===== src/hdl/cct_pkg.sv =====
// constants, field layout and types of the capture/compare timer
// assumes a 16-bit register port with 5-bit word addresses
package cct_pkg;
    localparam int CH_NUM = 4;
    localparam int AW = 5;
    localparam int DW = 16;
    // register word addresses
    localparam logic [4:0] ADDR_CTRL = 5'h00;
    localparam logic [4:0] ADDR_IOSEL = 5'h01;
    localparam logic [4:0] ADDR_FORCE = 5'h02;
    localparam logic [4:0] ADDR_OC7 = 5'h03;
    localparam logic [4:0] ADDR_OUTMODE = 5'h04;
    localparam logic [4:0] ADDR_IRQEN = 5'h05;
    localparam logic [4:0] ADDR_FLAGS = 5'h06;
    localparam logic [4:0] ADDR_PACTL = 5'h07;
    localparam logic [4:0] ADDR_PULSE_FLAG_REG = 5'h08;
    localparam logic [4:0] ADDR_PULSE_COUNT = 5'h09;
    localparam logic [4:0] ADDR_COUNT = 5'h0a;
    localparam logic [4:0] ADDR_PORT = 5'h0b;
    localparam logic [4:0] ADDR_VAL0 = 5'h0c;
    localparam logic [4:0] ADDR_CAPEDGE = 5'h10;
    // control word fields
    localparam int CTRL_PSEL_LSB = 0;
    localparam int CTRL_COUNTER_RESET_ON_CH7 = 3;
    localparam int CTRL_FFC = 4;
    localparam int CTRL_TEN = 5;
    localparam int CTRL_TOIE = 6;
    // pulse control fields
    localparam int PACTL_PEIE = 0;
    localparam int PACTL_OVIE = 1;
    localparam int PACTL_CLK_LSB = 2;
    localparam int PACTL_POL = 4;
    localparam int PACTL_MODE = 5;
    localparam int PACTL_EN = 6;
    // flag positions
    localparam int FLG_TOF = 4;
    localparam int PAF_EDGE = 0;
    localparam int PAF_OVF = 1;
    localparam int OC7_DATA_LSB = 4;
    // reset values
    localparam logic [6:0] RST_CTRL = 7'h00;
    localparam logic [6:0] RST_PACTL = 7'h00;
    localparam logic [15:0] RST_WORD = 16'h0000;
    localparam logic [7:0] RST_BYTE = 8'h00;
    localparam logic [3:0] RST_NIB = 4'h0;
    // timing counts
    localparam int PRE_W = 7;
    localparam logic [5:0] DIV64_LAST = 6'h3f;
    localparam logic [7:0] DIV256_LAST = 8'hff;
    localparam logic [15:0] COUNT_LAST = 16'hffff;
    typedef enum logic [1:0] {
        CLK_PRESCALE = 2'h0,
        CLK_PULSE = 2'h1,
        CLK_PULSE256 = 2'h2,
        CLK_PULSE64K = 2'h3
    } cct_clksel_type;
    typedef enum logic [1:0] {
        OUT_OFF = 2'h0,
        OUT_TOGGLE = 2'h1,
        OUT_CLEAR = 2'h2,
        OUT_SET = 2'h3
    } cct_outmode_type;
endpackage


===== src/hdl/cct_timer.sv =====
// capture/compare timer with prescaler and pulse accumulator
// assumes channel pins are asynchronous; single bus clock domain
//
// Chosen here: the placing of the registers and the plain strobed port.
`timescale 1ns/10ps
module cct_timer (
    input wire logic sys_clk_i,
    input wire logic rst_n_i,
    input wire logic [4:0] addr_i,
    input wire logic [15:0] wdata_i,
    input wire logic wr_i,
    input wire logic rd_i,
    output logic [15:0] rdata_o,
    input wire logic [3:0] ch_pin_i,
    output logic [3:0] ch_pin_o,
    output logic [3:0] ch_pin_oe_o,
    output logic [3:0] irq_ch_o,
    output logic irq_pulse_edge_o,
    output logic irq_pulse_ovf_o,
    output logic irq_overflow_o
);
    logic [6:0] ctrl_reg;
    logic [3:0] io_select_bit;
    logic [7:0] oc7_reg;
    logic [7:0] outmode_reg;
    logic [3:0] channel_irq_enable;
    logic [3:0] channel_event_flag;
    logic counter_overflow_flag;
    logic [6:0] pactl_reg;
    logic [1:0] pulse_flag_reg;
    logic [15:0] pulse_count;
    logic [15:0] cnt_reg;
    logic cnt_step_reg;
    logic [3:0] port_reg;
    logic [7:0] capedge_reg;
    logic [15:0] channel_value_reg [cct_pkg::CH_NUM];
    logic [3:0] oc_reg;
    logic [cct_pkg::PRE_W-1:0] pre_reg;
    logic [3:0] sync1_reg;
    logic [3:0] sync2_reg;
    logic [3:0] prev_reg;
    logic [15:0] rdata_reg;

    logic timer_on_bit;
    logic [2:0] prescale_select;
    logic counter_reset_on_ch7;
    logic fast_flag_clear;
    logic pulse_en;
    logic accumulate_mode_select;
    logic edge_polarity_select;
    logic [1:0] clk_field;
    logic [7:0] pre_mask;
    logic pre_tick;
    logic div64_tick;
    logic [3:0] rise;
    logic [3:0] fall;
    logic edge7;
    logic gate_active;
    logic pulse_inc;
    logic pulse_wrap;
    logic pulse_clock_source;
    logic cnt_tick;
    logic [3:0] cap;
    logic [3:0] match;
    logic [3:0] force_hit;
    logic ch7_fire;
    logic cnt_clear;
    logic pulse_count_access;
    logic [1:0] pulse_flag_reg_clr;
    logic [1:0] pulse_flag_reg_set;
    logic [15:0] rd_next;

    function automatic logic hit(input logic [4:0] a, input logic [4:0] want);
        hit = (a == want);
    endfunction

    // pin action from the mode/level pair
    function automatic logic out_apply(input logic [1:0] m, input logic q);
        case (m)
            cct_pkg::OUT_TOGGLE: out_apply = ~q;
            cct_pkg::OUT_CLEAR: out_apply = 1'b0;
            cct_pkg::OUT_SET: out_apply = 1'b1;
            default: out_apply = q;
        endcase
    endfunction

    assign prescale_select = ctrl_reg[cct_pkg::CTRL_PSEL_LSB +: 3];
    assign counter_reset_on_ch7 = ctrl_reg[cct_pkg::CTRL_COUNTER_RESET_ON_CH7];
    assign fast_flag_clear = ctrl_reg[cct_pkg::CTRL_FFC];
    assign timer_on_bit = ctrl_reg[cct_pkg::CTRL_TEN];
    assign pulse_en = pactl_reg[cct_pkg::PACTL_EN];
    assign accumulate_mode_select = pactl_reg[cct_pkg::PACTL_MODE];
    assign edge_polarity_select = pactl_reg[cct_pkg::PACTL_POL];
    assign clk_field = pactl_reg[cct_pkg::PACTL_CLK_LSB +: 2];

    // register writes
    always_ff @(posedge sys_clk_i) begin
        if (!rst_n_i) begin
            ctrl_reg <= cct_pkg::RST_CTRL;
            io_select_bit <= cct_pkg::RST_NIB;
            oc7_reg <= cct_pkg::RST_BYTE;
            outmode_reg <= cct_pkg::RST_BYTE;
            channel_irq_enable <= cct_pkg::RST_NIB;
            pactl_reg <= cct_pkg::RST_PACTL;
            port_reg <= cct_pkg::RST_NIB;
            capedge_reg <= cct_pkg::RST_BYTE;
        end else if (wr_i) begin
            case (addr_i)
                cct_pkg::ADDR_CTRL: ctrl_reg <= wdata_i[6:0];
                cct_pkg::ADDR_IOSEL: io_select_bit <= wdata_i[3:0];
                cct_pkg::ADDR_OC7: oc7_reg <= wdata_i[7:0];
                cct_pkg::ADDR_OUTMODE: outmode_reg <= wdata_i[7:0];
                cct_pkg::ADDR_IRQEN: channel_irq_enable <= wdata_i[3:0];
                cct_pkg::ADDR_PACTL: pactl_reg <= wdata_i[6:0];
                cct_pkg::ADDR_PORT: port_reg <= wdata_i[3:0];
                cct_pkg::ADDR_CAPEDGE: capedge_reg <= wdata_i[7:0];
                default: ;
            endcase
        end
    end

    // prescaler, held at zero while the timer is off
    always_ff @(posedge sys_clk_i) begin
        if (!rst_n_i || !timer_on_bit) begin
            pre_reg <= '0;
        end else begin
            pre_reg <= pre_reg + 7'h01;
        end
    end
    assign pre_mask = (8'h01 << prescale_select) - 8'h01;
    assign pre_tick = timer_on_bit && ((pre_reg & pre_mask[6:0]) == pre_mask[6:0]);
    assign div64_tick = timer_on_bit && (pre_reg[5:0] == cct_pkg::DIV64_LAST);

    // pin synchronisers; pulses over two clocks are always seen
    always_ff @(posedge sys_clk_i) begin
        if (!rst_n_i) begin
            sync1_reg <= cct_pkg::RST_NIB;
            sync2_reg <= cct_pkg::RST_NIB;
            prev_reg <= cct_pkg::RST_NIB;
        end else begin
            sync1_reg <= ch_pin_i;
            sync2_reg <= sync1_reg;
            prev_reg <= sync2_reg;
        end
    end
    assign rise = sync2_reg & ~prev_reg;
    assign fall = ~sync2_reg & prev_reg;

    // pulse accumulator on the shared channel 7 pin
    assign edge7 = edge_polarity_select ? rise[3] : fall[3];
    assign gate_active = edge_polarity_select ? ~sync2_reg[3] : sync2_reg[3];
    assign pulse_inc = pulse_en && (accumulate_mode_select ? (gate_active && div64_tick) : edge7);
    assign pulse_wrap = pulse_inc && (pulse_count == cct_pkg::COUNT_LAST);
    assign pulse_count_access = (wr_i || rd_i) && hit(addr_i, cct_pkg::ADDR_PULSE_COUNT);

    always_ff @(posedge sys_clk_i) begin
        if (!rst_n_i) begin
            pulse_count <= cct_pkg::RST_WORD;
        end else if (wr_i && hit(addr_i, cct_pkg::ADDR_PULSE_COUNT)) begin
            pulse_count <= wdata_i;
        end else if (pulse_inc) begin
            pulse_count <= pulse_count + 16'h0001;
        end
    end

    assign pulse_flag_reg_set[cct_pkg::PAF_EDGE] = pulse_en && edge7;
    assign pulse_flag_reg_set[cct_pkg::PAF_OVF] = pulse_wrap;
    assign pulse_flag_reg_clr = ((wr_i && hit(addr_i, cct_pkg::ADDR_PULSE_FLAG_REG)) ? wdata_i[1:0] : 2'h0)
        | ((fast_flag_clear && pulse_count_access) ? 2'h3 : 2'h0);

    // set wins over a clear in the same cycle
    always_ff @(posedge sys_clk_i) begin
        if (!rst_n_i) begin
            pulse_flag_reg <= 2'h0;
        end else begin
            pulse_flag_reg <= (pulse_flag_reg & ~pulse_flag_reg_clr) | pulse_flag_reg_set;
        end
    end

    // counter clock source
    always_comb begin
        pulse_clock_source = 1'b0;
        case (clk_field)
            cct_pkg::CLK_PULSE: pulse_clock_source = pulse_inc;
            cct_pkg::CLK_PULSE256: pulse_clock_source = pulse_inc && (pulse_count[7:0] == cct_pkg::DIV256_LAST);
            cct_pkg::CLK_PULSE64K: pulse_clock_source = pulse_wrap;
            default: pulse_clock_source = 1'b0;
        endcase
        cnt_tick = timer_on_bit && ((pulse_en && clk_field != cct_pkg::CLK_PRESCALE) ? pulse_clock_source : pre_tick);
    end

    // compare and capture events
    assign ch7_fire = match[3] || force_hit[3];
    assign cnt_clear = match[3] && counter_reset_on_ch7;

    always_ff @(posedge sys_clk_i) begin
        if (!rst_n_i) begin
            cnt_reg <= cct_pkg::RST_WORD;
            cnt_step_reg <= 1'b0;
        end else begin
            cnt_step_reg <= cnt_tick && !cnt_clear;
            if (cnt_clear) begin
                cnt_reg <= cct_pkg::RST_WORD;
            end else if (cnt_tick) begin
                cnt_reg <= cnt_reg + 16'h0001;
            end
        end
    end

    always_ff @(posedge sys_clk_i) begin
        if (!rst_n_i) begin
            counter_overflow_flag <= 1'b0;
        end else begin
            counter_overflow_flag <= (counter_overflow_flag
                && !(wr_i && hit(addr_i, cct_pkg::ADDR_FLAGS) && wdata_i[cct_pkg::FLG_TOF]))
                || (cnt_tick && !cnt_clear && cnt_reg == cct_pkg::COUNT_LAST);
        end
    end

    genvar gi;
    generate
        for (gi = 0; gi < cct_pkg::CH_NUM; gi++) begin : g_ch
            assign cap[gi] = !io_select_bit[gi] && ((capedge_reg[2*gi] && rise[gi])
                || (capedge_reg[2*gi+1] && fall[gi]));
            assign match[gi] = io_select_bit[gi] && cnt_step_reg && (cnt_reg == channel_value_reg[gi]);
            assign force_hit[gi] = wr_i && hit(addr_i, cct_pkg::ADDR_FORCE) && wdata_i[gi] && io_select_bit[gi];

            always_ff @(posedge sys_clk_i) begin
                if (!rst_n_i) begin
                    channel_value_reg[gi] <= cct_pkg::RST_WORD;
                end else if (cap[gi]) begin
                    channel_value_reg[gi] <= cnt_reg;
                end else if (wr_i && hit(addr_i, cct_pkg::ADDR_VAL0 + 5'(gi))) begin
                    channel_value_reg[gi] <= wdata_i;
                end
            end

            always_ff @(posedge sys_clk_i) begin
                if (!rst_n_i) begin
                    oc_reg[gi] <= 1'b0;
                end else if (ch7_fire && oc7_reg[gi]) begin
                    oc_reg[gi] <= oc7_reg[cct_pkg::OC7_DATA_LSB + gi];
                end else if (match[gi] || force_hit[gi]) begin
                    oc_reg[gi] <= out_apply(outmode_reg[2*gi +: 2], oc_reg[gi]);
                end
            end

            // detached pins show the port latch
            assign ch_pin_oe_o[gi] = io_select_bit[gi];
            assign ch_pin_o[gi] = ((outmode_reg[2*gi +: 2] != cct_pkg::OUT_OFF) || oc7_reg[gi])
                ? oc_reg[gi] : port_reg[gi];
        end
    endgenerate

    always_ff @(posedge sys_clk_i) begin
        if (!rst_n_i) begin
            channel_event_flag <= cct_pkg::RST_NIB;
        end else begin
            channel_event_flag <= (channel_event_flag
                & ~((wr_i && hit(addr_i, cct_pkg::ADDR_FLAGS)) ? wdata_i[3:0] : 4'h0))
                | cap | match;
        end
    end

    assign irq_ch_o = channel_event_flag & channel_irq_enable;
    assign irq_pulse_edge_o = pulse_flag_reg[cct_pkg::PAF_EDGE] && pactl_reg[cct_pkg::PACTL_PEIE];
    assign irq_pulse_ovf_o = pulse_flag_reg[cct_pkg::PAF_OVF] && pactl_reg[cct_pkg::PACTL_OVIE];
    assign irq_overflow_o = counter_overflow_flag && ctrl_reg[cct_pkg::CTRL_TOIE];

    // read data, valid the cycle after the strobe
    always_comb begin
        rd_next = 16'h0000;
        case (addr_i)
            cct_pkg::ADDR_CTRL: rd_next = {9'h000, ctrl_reg};
            cct_pkg::ADDR_IOSEL: rd_next = {12'h000, io_select_bit};
            cct_pkg::ADDR_OC7: rd_next = {8'h00, oc7_reg};
            cct_pkg::ADDR_OUTMODE: rd_next = {8'h00, outmode_reg};
            cct_pkg::ADDR_IRQEN: rd_next = {12'h000, channel_irq_enable};
            cct_pkg::ADDR_FLAGS: rd_next = {11'h000, counter_overflow_flag, channel_event_flag};
            cct_pkg::ADDR_PACTL: rd_next = {9'h000, pactl_reg};
            cct_pkg::ADDR_PULSE_FLAG_REG: rd_next = {14'h0000, pulse_flag_reg};
            cct_pkg::ADDR_PULSE_COUNT: rd_next = pulse_count;
            cct_pkg::ADDR_COUNT: rd_next = cnt_reg;
            cct_pkg::ADDR_PORT: rd_next = {12'h000, port_reg};
            cct_pkg::ADDR_CAPEDGE: rd_next = {8'h00, capedge_reg};
            5'h0c: rd_next = channel_value_reg[0];
            5'h0d: rd_next = channel_value_reg[1];
            5'h0e: rd_next = channel_value_reg[2];
            5'h0f: rd_next = channel_value_reg[3];
            default: rd_next = 16'h0000;
        endcase
    end

    always_ff @(posedge sys_clk_i) begin
        if (!rst_n_i) begin
            rdata_reg <= cct_pkg::RST_WORD;
        end else if (rd_i) begin
            rdata_reg <= rd_next;
        end else begin
            rdata_reg <= cct_pkg::RST_WORD;
        end
    end
    assign rdata_o = rdata_reg;
endmodule


===== config.mk =====
export PLATFORM = sky130hd
export DESIGN_NAME = cct_timer
export DESIGN_NICKNAME = d
export VERILOG_FILES = /design/src/hdl/cct_pkg.sv /design/src/hdl/cct_timer.sv
export SDC_FILE = /design/constraint.sdc
export NUM_CORES = 1
export LEC_CHECK = 0
export BUFFER_PORTS_ARGS = -buffer_cell sky130_fd_sc_hd__buf_2
export CAP_MARGIN = 25
export CORE_MARGIN = 2
export CORE_UTILIZATION = 55
export CTS_BUF_LIST = sky130_fd_sc_hd__clkbuf_8 sky130_fd_sc_hd__clkbuf_16
export CTS_CLUSTER_DIAMETER = 40
export CTS_CLUSTER_SIZE = 40
export DETAILED_ROUTE_END_ITERATION = 6
export PLACE_DENSITY = 0.73
export SETUP_SLACK_MARGIN = 0.4
export SYNTH_ARGS = -nofsm -noshare
export SYNTH_HDL_FRONTEND = slang
export SYNTH_SLANG_ARGS = --single-unit

===== constraint.sdc =====
create_clock -name sys_clk_i -period 6 [get_ports sys_clk_i]
set_input_delay 1.5 -clock sys_clk_i [delete_from_list [all_inputs] [get_ports sys_clk_i]]
set_output_delay 1.5 -clock sys_clk_i [all_outputs]
set_load 0.01 [all_outputs]

Yosys cells after proc, flatten, opt, wreduce, memory -nomap -nowiden
Memories as Yosys holds them, arrays and structs flattened.
Cells that the tools add are included.
Storage, ports and cells
  bits in registers: 129
  latch bits: 0
  bits in writable memories: 64
  memory bits (read-only): 0
  output and inout bits: 31
  word-level logic and storage cells: 272
  memories: 1
Operators by class
  add/sub/neg operators: 4
  $mul: 0
  divide/modulo/power cells: 0
  order comparisons: 0
  equality and inequality tests: 40
  shifts and indexed selects: 1
  muxes and demuxes: 64
  bitwise gates (word level): 28
  reductions and logical operators: 111
Memories
  channel_value_reg: words 4, width 16, rd ports 4, clocked after Yosys merged registers in 0, wr ports 4, RTL line cct_timer.sv:36  | logic [15:0] channel_value_reg [cct_pkg::CH_NUM];
Operators by type and width (number)
  16-bit one-hot mux with 16 select lines: 1
  16-bit two-way mux: 10
  16-bit == test: 4
  1-bit logical AND: 59
  1-bit two-way mux: 45
  5-bit by 4-bit == test with 1-bit output (second input constant): 8
  16-bit by 1-bit adder with 16-bit output (second input constant): 2
  16-bit == test (second input constant): 2
  2-bit AND reduction: 13
  2-bit == test (second input constant): 10
  5-bit by 3-bit == test with 1-bit output (second input constant): 4
  2-bit nonzero test: 10
  4-bit bitwise AND: 4
  4-bit nonzero test: 4
  1-bit logical OR: 15
  1-bit one-hot mux with 3 select lines: 5
  4-bit NOT: 3
  2-bit by 1-bit == test with 1-bit output (second input constant): 5
  5-bit by 2-bit == test with 1-bit output (second input constant): 2
  8-bit == test (second input constant): 1
  1-bit logical NOT: 8
  1-bit OR: 8
  4-bit OR: 2
  7-bit by 1-bit adder with 7-bit output (second input constant): 1
  15 further kinds: 22

Logic depth before layout (Yosys ltp)
Gate-level depths: netlist of the first run.
  word-level depth: 12
  mapped depth: 9

Worst setup path before layout of the first run
OpenSTA, ideal clock, no wires.
  path type: input to register
  start point: input port addr_i[2]
  end point: memory channel_value_reg[2][0] (enable)
  arrival: 3.275 ns
  slack: 2.353 ns
  stages on the path: 4
  cell sequence: clkbuf_1 nand3b_1 nor4_1 or3_1
RTL lines
  start: declaration: RTL line cct_timer.sv:9  | input wire logic [4:0] addr_i,
  end: declaration: RTL line cct_timer.sv:36

Worst setup path after layout of the first run
  start point: input port addr_i[3]
  end point: register pulse_count[15]
On the way
  word-level cells in the longest chain between the ends: 3
  elaborated cells between the ends (all ways): 4
RTL lines
  5-bit by 4-bit == test with 1-bit output *: RTL line cct_timer.sv:74  | hit = (a == want);
  1-bit logical AND *: RTL line cct_timer.sv:159  | end else if (wr_i && hit(addr_i, cct_pkg::ADDR_PULSE_COUNT)) begin
  16-bit two-way mux or 2-bit nonzero test (tied branches)
  end signal: assignment: RTL line cct_timer.sv:158  | pulse_count <= cct_pkg::RST_WORD;
  end signal: assignment: RTL line cct_timer.sv:160  | pulse_count <= wdata_i;
  end signal: assignment: RTL line cct_timer.sv:162  | pulse_count <= pulse_count + 16'h0001;
  end: declaration: RTL line cct_timer.sv:31  | logic [15:0] pulse_count;
Every way passes the cells marked *; elsewhere a longest branch is shown, timed or not.
A chain may end at the register's enable or synchronous reset.

==> results.sh, run 1 <==
export IMPL_grt_antenna_before_repair=0
export IMPL_final_setup_tns_ns=0
export IMPL_cts_max_level=4
export IMPL_worst_slack_ns=2.61
export IMPL_ys_types=59
export IMPL_detailedRoute_firstIterationViolations=1253
export IMPL_clk_pin_slew_ns=0.07
export IMPL_leakagePower_uw=0.00370
export IMPL_die_height_um=138
export IMPL_cts_root_to_sink_buffers=2
export IMPL_globalRouteTotalUtil_pct=34.9
export IMPL_post_synth_instance_area_sq_um=9880
export IMPL_ctsResizeCount=0
export IMPL_crit_start="addr_i[3]"
export IMPL_critical_hold_path_startpoint="sync1_reg[1]$_SDFF_PN0_"
export IMPL_postSynthNetCount=1096
export IMPL_worst_setup_path_end_kind="register"
export IMPL_skew_final_ns=0.00875
export IMPL_dr_vias_cell=6.90
export IMPL_part_of_the_cycle_the_worst_path_needs_pct=56.6
export IMPL_antennaDiodeCount=0
export IMPL_grt_overflow_total=0
export IMPL_io_buffers=59
export IMPL_powerDensity_nw_per_um2=244
export IMPL_run_status="completed"
export IMPL_post_route_cells_drive_above_1_share_pct=11.5
export IMPL_cts_hold_repair_buffers=0
export IMPL_non_filler_instance_count_after_layout=1314
export IMPL_grt_pass1_vias=8285
export IMPL_final_fill_count=1564
export IMPL_synth_seq_cells=193
export IMPL_max_vdd_ir_drop_mv=0.207
export IMPL_startpoint_type="primary input"
export IMPL_synthesis_yosys_warnings=0
export IMPL_timing_max_slew_rel_slack_pct=27.5
export IMPL_nNetsFinal=1110
export IMPL_cts_tree="done"
export IMPL_routabilityCongestion=1.10
export IMPL_synth_edf_count=64
export IMPL_num_vias=9070
export IMPL_antenna_violating_nets_post_route=0
export IMPL_cts_buffers=17
export IMPL_synth_seq_area_share_pct=45.6
export IMPL_synthDominantAreaCellType="dfxtp_1"
export IMPL_critical_path_class="primary input to register"
export IMPL_area_growth_syn_to_layout_pct=9.92
export IMPL_timing_hold_worst_class="register to register"
export IMPL_setup_violations_final=0
export IMPL_final_period_minus_worst_setup_slack_ns=3.39
export IMPL_max_cap_violations=0
export IMPL_drt_pre_antenna_iters=6
export IMPL_die_width_um=138
export IMPL_synthesis_area_per_instance_sq_um=9.33
export IMPL_clk_insertion_delay_late_ns=0.44
export IMPL_largest_reg_flops=64
export IMPL_worstPathRequired_ns=6.28
export IMPL_synth_largest_type_area_fraction_pct=26.1
export IMPL_clock_fmax_mhz=295
export IMPL_place_detailed_hpwl_mm=23.3
export IMPL_place_inst=1282
export IMPL_maxSlewViolCount=0
export IMPL_worst_slew_pin_slew_ns=1.08
export IMPL_root_buffer="clkbuf_16"
export IMPL_routed_wl_mm=33.8
export IMPL_r2r_start="pre_reg[0]$_SDFF_PP0_"
export IMPL_post_synth_inst_count=1058
export IMPL_post_route_drc_count=0
export IMPL_synth_ff_type="dfxtp_1"
export IMPL_clock_sinks=193
export IMPL_worst_path_max_fanout=31
export IMPL_critical_path_arrival_ns=3.67
export IMPL_core_area_sq_um=17800
export IMPL_initial_core_util_pct=55.5
export IMPL_grt_pass1_wl_mm=51.0
export IMPL_grt_setup_unrepaired="false"
export IMPL_row_count=49
export IMPL_report_final_hold_viol_count=0
export IMPL_largest_net_degree_at_the_start_of_global_routing=58
export IMPL_die_area_sq_um=19000
export IMPL_proportion_of_register_bits_with_asynchronous_set_or_reset_after_synthesis_pct=0
export IMPL_postCtsSetupBuffers=0
export IMPL_synth_top_cells_by_area="dfxtp_1 26%, edfxtp_1 19%, a22o_1 5.9%"
export IMPL_detailedPlace_worstSlack_ns=2.22
export IMPL_boundaryPins=60
export IMPL_post_drt_wl_per_cell_um=25.8
==> area by class of cell <==
cell class	instances	area, sq um	area share (%)
Multi-Input combinational cell	767	5020	46.3
Clock inverter	14	91.3	0.841
Clock buffer	18	450	4.15
Timing Repair Buffer	79	449	4.14
Sequential cell	193	4500	41.5
Inverter	14	52.6	0.484
Tap cell	229	287	2.64
==> power breakdown <==
group	internal, uW	switching [uW]	leakage [uW]	total [uW]
registers	1380	32.8	0.00165	1410
clock network	556	522	0.000288	1080
logic	43.8	108	0.00176	152
total	1980	663	0.00370	2640
==> layer usage <==
layer	vias to the layer above	track usage, %	part of all wire (%)
met5	-	0	0
met4	0	12.9	3.9
met3	109	9.63	12
met2	637	52.2	44
met1	4356	48.7	40
li1	3968	-	-
==> through the flow <==
| stage | instance area [sq um] | hold WS, ns | utilization [%] | total power, uW |
|---|---|---|---|---|
| 5_1_grt | 10900 | 0.448 | 61.1 | 2710 |
| 3_3_place_gp | 10300 | 0.414 | 57.9 | 1590 |
| 6_report | 10900 | 0.435 | 61.1 | 2640 |
| 4_1_cts | 10900 | 0.440 | 61.1 | 2640 |
| 3_5_place_dp | 10300 | 0.421 | 58.0 | 1590 |
| 2_1_floorplan | 9880 | 0.412 | - | 1520 |
==> logic make-up (layout without fill, tap and decap cells) <==
logic type	after synthesis	after routing	synth area share, %
fa+ha+maj	9	9	1.14
xor+xnor	83	83	7.36
mux	17	17	1.77
simple gates	350	350	18.3
flops	193	193	45.6
compound gates	308	308	22.0
buf+inv	98	125	3.80
==> worst max-delay path, stage by stage <==
cell     delay, ns
buf_2         0.17
or3b_2        0.51
nor2_1        0.11
buf_4         0.28
nand2_1       0.59
o21ai_0       0.43
a21oi_1       0.07
==> Yosys cell counts, drive strengths merged, types with 4 or more instances <==
cell / n
a21boi: 14
a21oi: 79
a221oi: 7
a22o: 67
a22oi: 59
a31oi: 12
and2: 28
and3: 11
and4: 5
buf: 9
clkbuf: 75
dfxtp: 129
edfxtp: 64
ha: 9
inv: 14
mux2: 4
mux2i: 13
nand2: 94
nand2b: 4
nand3: 75
nand3b: 11
nand4: 17
nor2: 47
nor2b: 5
nor3: 9
nor4: 15
o211ai: 4
o21ai: 34
o31ai: 6
or3: 10
or4: 8
or4b: 4
xnor2: 51
xor2: 32
==> worst paths after layout <==
kind / end / slack, ns / cells after the start
worst max-delay path: pulse_count[15]$_SDFFE_PN0P_ / 2.61 / 7
worst min-delay path: sync2_reg[1]$_SDFF_PN0_ / 0.44 / 1
worst max register to register: cnt_reg[8]$_SDFFE_PP0P_ / 3.17 / 8
worst min register to register: sync2_reg[1]$_SDFF_PN0_ / 0.44 / 1
==> cells in the final DEF, fill, tap and decap left out, drive strengths merged, types with 5 or more instances in the layout <==
| cell type | netlist | final |
|---|---|---|
| o31ai | 6 | 6 |
| and4 | 5 | 5 |
| buf | 9 | 79 |
| nand3b | 11 | 11 |
| nand3 | 75 | 75 |
| a22o | 67 | 67 |
| or3 | 10 | 10 |
| xnor2 | 51 | 51 |
| edfxtp | 64 | 64 |
| nor4 | 15 | 15 |
| nand2 | 94 | 94 |
| ha | 9 | 9 |
| a21boi | 14 | 14 |
| mux2i | 13 | 13 |
| and2 | 28 | 28 |
| and3 | 11 | 11 |
| a31oi | 12 | 12 |
| nand4 | 17 | 17 |
| xor2 | 32 | 32 |
| a221oi | 7 | 7 |
| o21ai | 34 | 34 |
| a22oi | 59 | 59 |
| or4 | 8 | 8 |
| nor2b | 5 | 5 |
| dfxtp | 129 | 129 |
| clkbuf | 75 | 18 |
| a21oi | 79 | 79 |
| nor3 | 9 | 9 |
| nor2 | 47 | 47 |
| inv | 14 | 24 |
Note: power is estimated with default switching activity, not from simulation.
==> inputs of run 2 (changes only) <==
==> constraint.sdc (replaced) <==
create_clock -name sys_clk_i -period 3.45 [get_ports sys_clk_i]
set_input_delay 0.8625 -clock sys_clk_i [delete_from_list [all_inputs] [get_ports sys_clk_i]]
set_output_delay 0.8625 -clock sys_clk_i [all_outputs]
set_load 0.01 [all_outputs]
==> results.sh, run 2 (synthesis gave the netlist of run 1 again) <==
export IMPL_run_status="completed"
export IMPL_post_drt_wl_per_cell_um=25.0
export IMPL_wl_met3_mm=4.21
export IMPL_final_fill_count=1530
export IMPL_non_filler_instance_count_after_layout=1347
export IMPL_cpPeakStageDelay_ns=0.56
export IMPL_layout_cells_most_common_list="129 x dfxtp_1, 94 x nand2_1, 79 x a21oi_1"
export IMPL_part_of_the_cycle_the_worst_path_needs_pct=82.2
export IMPL_grt_overflow_total=0
export IMPL_timing_hold_worst_class="register to register"
export IMPL_worst_slack_ns=0.614
export IMPL_grt_setup_unrepaired="false"
export IMPL_multi_input_area_sq_um=5030
export IMPL_place_area_sq_um=10600
export IMPL_clk_insertion_delay_late_ns=0.44
export IMPL_final_period_minus_worst_setup_slack_ns=2.84
export IMPL_critical_path_arrival_ns=3.20
export IMPL_dr_vias_cell=6.77
export IMPL_clock_fmax_mhz=353
export IMPL_final_setup_tns_ns=0
export IMPL_root_buffer="clkbuf_16"
export IMPL_cts_root_to_sink_buffers=2
export IMPL_die_height_um=138
export IMPL_critical_path_class="register to register"
export IMPL_skew_final_ns=0.0116
export IMPL_layout_cells_most_common="dfxtp_1"
export IMPL_grt_pass1_wl_mm=51.7
export IMPL_max_vdd_ir_drop_mv=0.365
export IMPL_globalRouteTotalUtil_pct=35.2
export IMPL_setup_violations_final=0
export IMPL_largest_reg_flops=64
export IMPL_worst_slew_pin_slew_ns=0.697
export IMPL_place_inst=1315
export IMPL_row_count=49
export IMPL_cts_buffers=17
export IMPL_io_buffers=59
export IMPL_num_vias=9122
export IMPL_worstPathRequired_ns=3.82
export IMPL_drt_pre_antenna_iters=6
export IMPL_antenna_violating_nets_post_route=0
export IMPL_antennaDiodeCount=0
export IMPL_core_area_sq_um=17800
export IMPL_clock_sinks=193
export IMPL_critical_path_cell_chain="ha_1 -> nand3_2 -> or4_4 -> a2111oi_4 -> a32oi_4 -> buf_4 -> or4_1 -> a21oi_1"
export IMPL_boundaryPins=60
export IMPL_postCtsSetupBuffers=0
export IMPL_cts_max_level=4
export IMPL_grt_antenna_before_repair=0
export IMPL_slowest_stage="or4_4"
export IMPL_grt_pass1_vias=8573
export IMPL_largest_net_degree_at_the_start_of_global_routing=55
export IMPL_post_route_drc_count=0
export IMPL_wl_met1_mm=13.2
export IMPL_layout_area_seq_sq_um=4500
export IMPL_top_routing_layer_used="met4"
export IMPL_maxSlewViolCount=0
export IMPL_timing_critical_path_max_delay_family="simple AND/OR/NAND/NOR gates"
export IMPL_post_route_cells_drive_above_1_share_pct=14.3
export IMPL_clk_pin_slew_ns=0.07
export IMPL_routabilityCongestion=1.01
export IMPL_detailedRoute_firstIterationViolations=1337
export IMPL_initial_core_util_pct=55.5
export IMPL_die_area_sq_um=19000
export IMPL_routed_wl_mm=33.6
export IMPL_timing_max_slew_rel_slack_pct=53.4
export IMPL_max_cap_violations=0
export IMPL_powerDensity_nw_per_um2=417
export IMPL_nNetsFinal=1143
export IMPL_leakagePower_uw=0.00389
export IMPL_place_detailed_hpwl_mm=23.9
export IMPL_met2RoutedLength_mm=14.7
export IMPL_worst_path_max_fanout=17
export IMPL_worst_setup_path_end_kind="register"
export IMPL_post_route_cell_area_sq_um=11200
export IMPL_hold_ws_ns=0.436
export IMPL_ctsResizeCount=0
export IMPL_cts_hold_repair_buffers=0
export IMPL_startpoint_type="register"
export IMPL_report_final_hold_viol_count=0
export IMPL_cts_tree="done"
export IMPL_detailedPlace_worstSlack_ns=0.570
export IMPL_timing_critical_path_buf_inv=1
export IMPL_die_width_um=138
export IMPL_area_growth_syn_to_layout_pct=13.0
run 2: cell count changes in the layout (fill, tap and decap cells not counted), moves of 2 or more:
cell / before / now
buf_12: 0 / 2
clkinv_2: 1 / 3
inv_1: 18 / 16
buf_4: 19 / 51
run 2: final timing paths:
path	start	to	slack (ns)	depth (start not counted)
setup / recovery	pre_reg[0]$_SDFF_PP0_	cnt_reg[5]$_SDFFE_PP0P_	0.61	8
hold reg to reg	sync1_reg[1]$_SDFF_PN0_	sync2_reg[1]$_SDFF_PN0_	0.44	1
setup reg to reg	pre_reg[0]$_SDFF_PP0_	cnt_reg[5]$_SDFFE_PP0P_	0.61	8
hold / removal	sync1_reg[1]$_SDFF_PN0_	sync2_reg[1]$_SDFF_PN0_	0.44	1
run 2: cell type report:
class | count | share of cell area [%]
clock inverters | 12 | 0.684
inverters | 14 | 0.471
well taps | 229 | 2.57
multi-input cells | 767 | 45.1
clock buffers | 20 | 4.38
flip-flops and latches | 193 | 40.4
repair buffers | 112 | 6.44
run 2: stage by stage:
stage	utilization, %	power [uW]
final	62.8	4650
after global routing	62.8	4770
after CTS	62.7	4650
after detailed placement	59.5	2770
after global placement	59.5	2760
after floorplan	-	2640
run 2: metal layers:
| metal | GRT usage (%) | vias to the layer above |
|---|---|---|
| li1 | - | 4029 |
| met4 | 14.1 | 0 |
| met3 | 8.90 | 122 |
| met1 | 48.6 | 4340 |
| met2 | 53.3 | 631 |
| met5 | 0 | - |
run 2: report_power, final:
group	leakage (uW)	internal (uW)	switching, uW
Clock	0.000294	1030	891
Sequential	0.00165	2400	55.1
Combinational	0.00194	86.6	186
==> inputs of run 3 (changes only) <==
==> constraint.sdc (replaced) <==
create_clock -name sys_clk_i -period 2.75 [get_ports sys_clk_i]
set_input_delay 0.6875 -clock sys_clk_i [delete_from_list [all_inputs] [get_ports sys_clk_i]]
set_output_delay 0.6875 -clock sys_clk_i [all_outputs]
set_load 0.01 [all_outputs]
==> results.sh, run 3 (synthesis gave the netlist of run 1 again) <==
export IMPL_run_status="completed"
export IMPL_post_route_drc_count=0
export IMPL_detailedPlace_worstSlack_ns=0.0895
export IMPL_routed_wl_mm=35.7
export IMPL_root_buffer="clkbuf_16"
export IMPL_report_final_hold_viol_count=0
export IMPL_cts_root_to_sink_buffers=2
export IMPL_cell_internal_pwr_uw=4420
export IMPL_antennaDiodeCount=0
export IMPL_p_switching_uw=1540
export IMPL_grt_pass1_wl_mm=52.9
export IMPL_grt_setup_unrepaired="true"
export IMPL_comb_power_share_pct=6.3
export IMPL_antenna_violating_nets_post_route=0
export IMPL_worst_hold_path_num_cells=1
export IMPL_p_sw_share_pct=25.8
export IMPL_post_drt_wl_per_cell_um=25.7
export IMPL_clk_pin_slew_ns=0.07
export IMPL_largest_reg_flops=64
export IMPL_critical_path_class="register to register"
export IMPL_skew_final_ns=0.0110
export IMPL_globalRouteTotalUtil_pct=36.3
export IMPL_cpPeakStageDelay_ns=0.61
export IMPL_leakagePower_uw=0.00415
export IMPL_final_setup_tns_ns=0
export IMPL_max_vdd_ir_drop_mv=0.489
export IMPL_maxSlewViolCount=0
export IMPL_powerDensity_nw_per_um2=504
export IMPL_drt_pre_antenna_iters=6
export IMPL_slowest_stage="or4b_1"
export IMPL_nNetsFinal=1182
export IMPL_cts_tree="done"
export IMPL_place_inst=1334
export IMPL_cts_max_level=4
export IMPL_power_share_clock_pct=42.1
export IMPL_num_vias=9415
export IMPL_holdPathEnd="sync2_reg[2]$_SDFF_PN0_"
export IMPL_timing_max_slew_rel_slack_pct=43.0
export IMPL_critical_hold_path_startpoint="sync1_reg[2]$_SDFF_PN0_"
export IMPL_critical_path_arrival_ns=2.86
export IMPL_area_growth_syn_to_layout_pct=19.6
export IMPL_worst_slack_ns=0.273
export IMPL_grt_antenna_before_repair=1
export IMPL_routabilityCongestion=1.01
export IMPL_die_width_um=138
export IMPL_core_area_sq_um=17800
export IMPL_worst_setup_path_end_kind="register"
export IMPL_io_buffers=59
export IMPL_part_of_the_cycle_the_worst_path_needs_pct=90.1
export IMPL_die_height_um=138
export IMPL_timing_critical_path_buf_inv=1
export IMPL_clock_fmax_mhz=404
export IMPL_setup_violations_final=0
export IMPL_boundaryPins=60
export IMPL_grt_pass1_vias=8752
export IMPL_clk_insertion_delay_late_ns=0.45
export IMPL_timing_critical_path_max_delay_family="simple AND/OR/NAND/NOR gates"
export IMPL_timing_hold_worst_class="register to register"
export IMPL_die_area_sq_um=19000
export IMPL_worst_path_max_fanout=7
export IMPL_power_share_sequential_pct=51.6
export IMPL_cts_buffers=17
export IMPL_fin_util_pct=66.4
export IMPL_worst_slew_pin_slew_ns=0.855
export IMPL_grt_overflow_total=0
export IMPL_final_fill_count=1450
export IMPL_r2r_start="sync2_reg[3]$_SDFF_PN0_"
export IMPL_startpoint_type="register"
export IMPL_detailedRoute_firstIterationViolations=1493
export IMPL_dr_vias_cell=6.79
export IMPL_worst_r2r_path_depth=7
export IMPL_terminus_of_the_critical_flop_to_flop_path="cnt_reg[12]$_SDFFE_PP0P_"
export IMPL_place_detailed_hpwl_mm=24.3
export IMPL_layout_cells_most_common="dfxtp_1"
export IMPL_worstPathRequired_ns=3.13
export IMPL_critical_path_cell_chain="xnor2_2 -> or4_4 -> a2111oi_4 -> buf_4 -> a32oi_4 -> or4b_1 -> a21oi_2"
export IMPL_r2r_setup_slack_ns=0.27
export IMPL_non_filler_instance_count_after_layout=1386
export IMPL_max_cap_violations=0
export IMPL_clock_sinks=193
export IMPL_initial_core_util_pct=55.5
export IMPL_largest_net_degree_at_the_start_of_global_routing=47
export IMPL_final_period_minus_worst_setup_slack_ns=2.48
export IMPL_post_route_cells_drive_above_1_share_pct=21.7
export IMPL_row_count=49
export IMPL_layout_cells_most_common_list="115 x dfxtp_1, 90 x nand2_1, 88 x buf_4"
==> run 3: layout make-up <==
type / instances / area [sq um] / share of cell area, %
multi-input combinational: 770 / 5360 / 45.4
inverter: 14 / 52.6 / 0.445
clock buffer: 19 / 475 / 4.03
timing repair buffer: 148 / 988 / 8.37
sequential: 193 / 4540 / 38.4
tap: 229 / 287 / 2.43
clock inverter: 13 / 109 / 0.922
==> run 3: per-layer routing <==
metal / GRT usage (%) / share of wire [%]
met1: 49.7 / 39
met2: 53.4 / 43
met3: 9.18 / 12
met4: 19.1 / 5.6
met5: 0 / 0
==> run 3: worst max path at each step <==
stage                                              endpoint                     from  cells after the start
after floorplan           channel_value_reg[3][0]$_DFFE_PP_                addr_i[4]                      6
after global placement              cnt_reg[8]$_SDFFE_PP0P_    pre_reg[1]$_SDFF_PP0_                      7
after detailed placement            cnt_reg[2]$_SDFFE_PP0P_    pre_reg[1]$_SDFF_PP0_                      8
after CTS                          cnt_reg[10]$_SDFFE_PP0P_    pre_reg[0]$_SDFF_PP0_                      8
after global routing                cnt_reg[8]$_SDFFE_PP0P_    pre_reg[4]$_SDFF_PP0_                      7
final                              cnt_reg[12]$_SDFFE_PP0P_  sync2_reg[3]$_SDFF_PN0_                      7
==> run 3: metrics by stage <==
step	hold WS, ns	total power [uW]	area [sq um]
floorplan	0.412	3330	10100
global placement	0.417	3490	10900
detailed placement	0.418	3490	10900
CTS	0.437	5930	11600
global route	0.439	6080	11800
finish	0.435	5960	11800
==> run 3: worst reg2reg max path, stage by stage, from the launching register on <==
cell,delay (ns)
dfxtp_2,0.37
xnor2_2,0.15
or4_4,0.51
a2111oi_4,0.35
buf_4,0.18
a32oi_4,0.11
or4b_1,0.61
a21oi_2,0.13
==> run 3: power groups by stage <==
stage	registers [uW]	logic (uW)	clock network, uW
after floorplan	3120	209	0
after global placement	3140	346	0
after detailed placement	3140	349	0
after CTS	3080	357	2500
after global routing	3080	387	2610
final	3070	374	2510
==> run 3: timing repair <==
action / CTS / global route
setup buffers: 7 / 10
resized for setup: 19 / 31
setup endpoints to repair: 22 / 23
pin swaps: 10 / 6
hold buffers: 0 / 0
gates cloned: 2 / 1
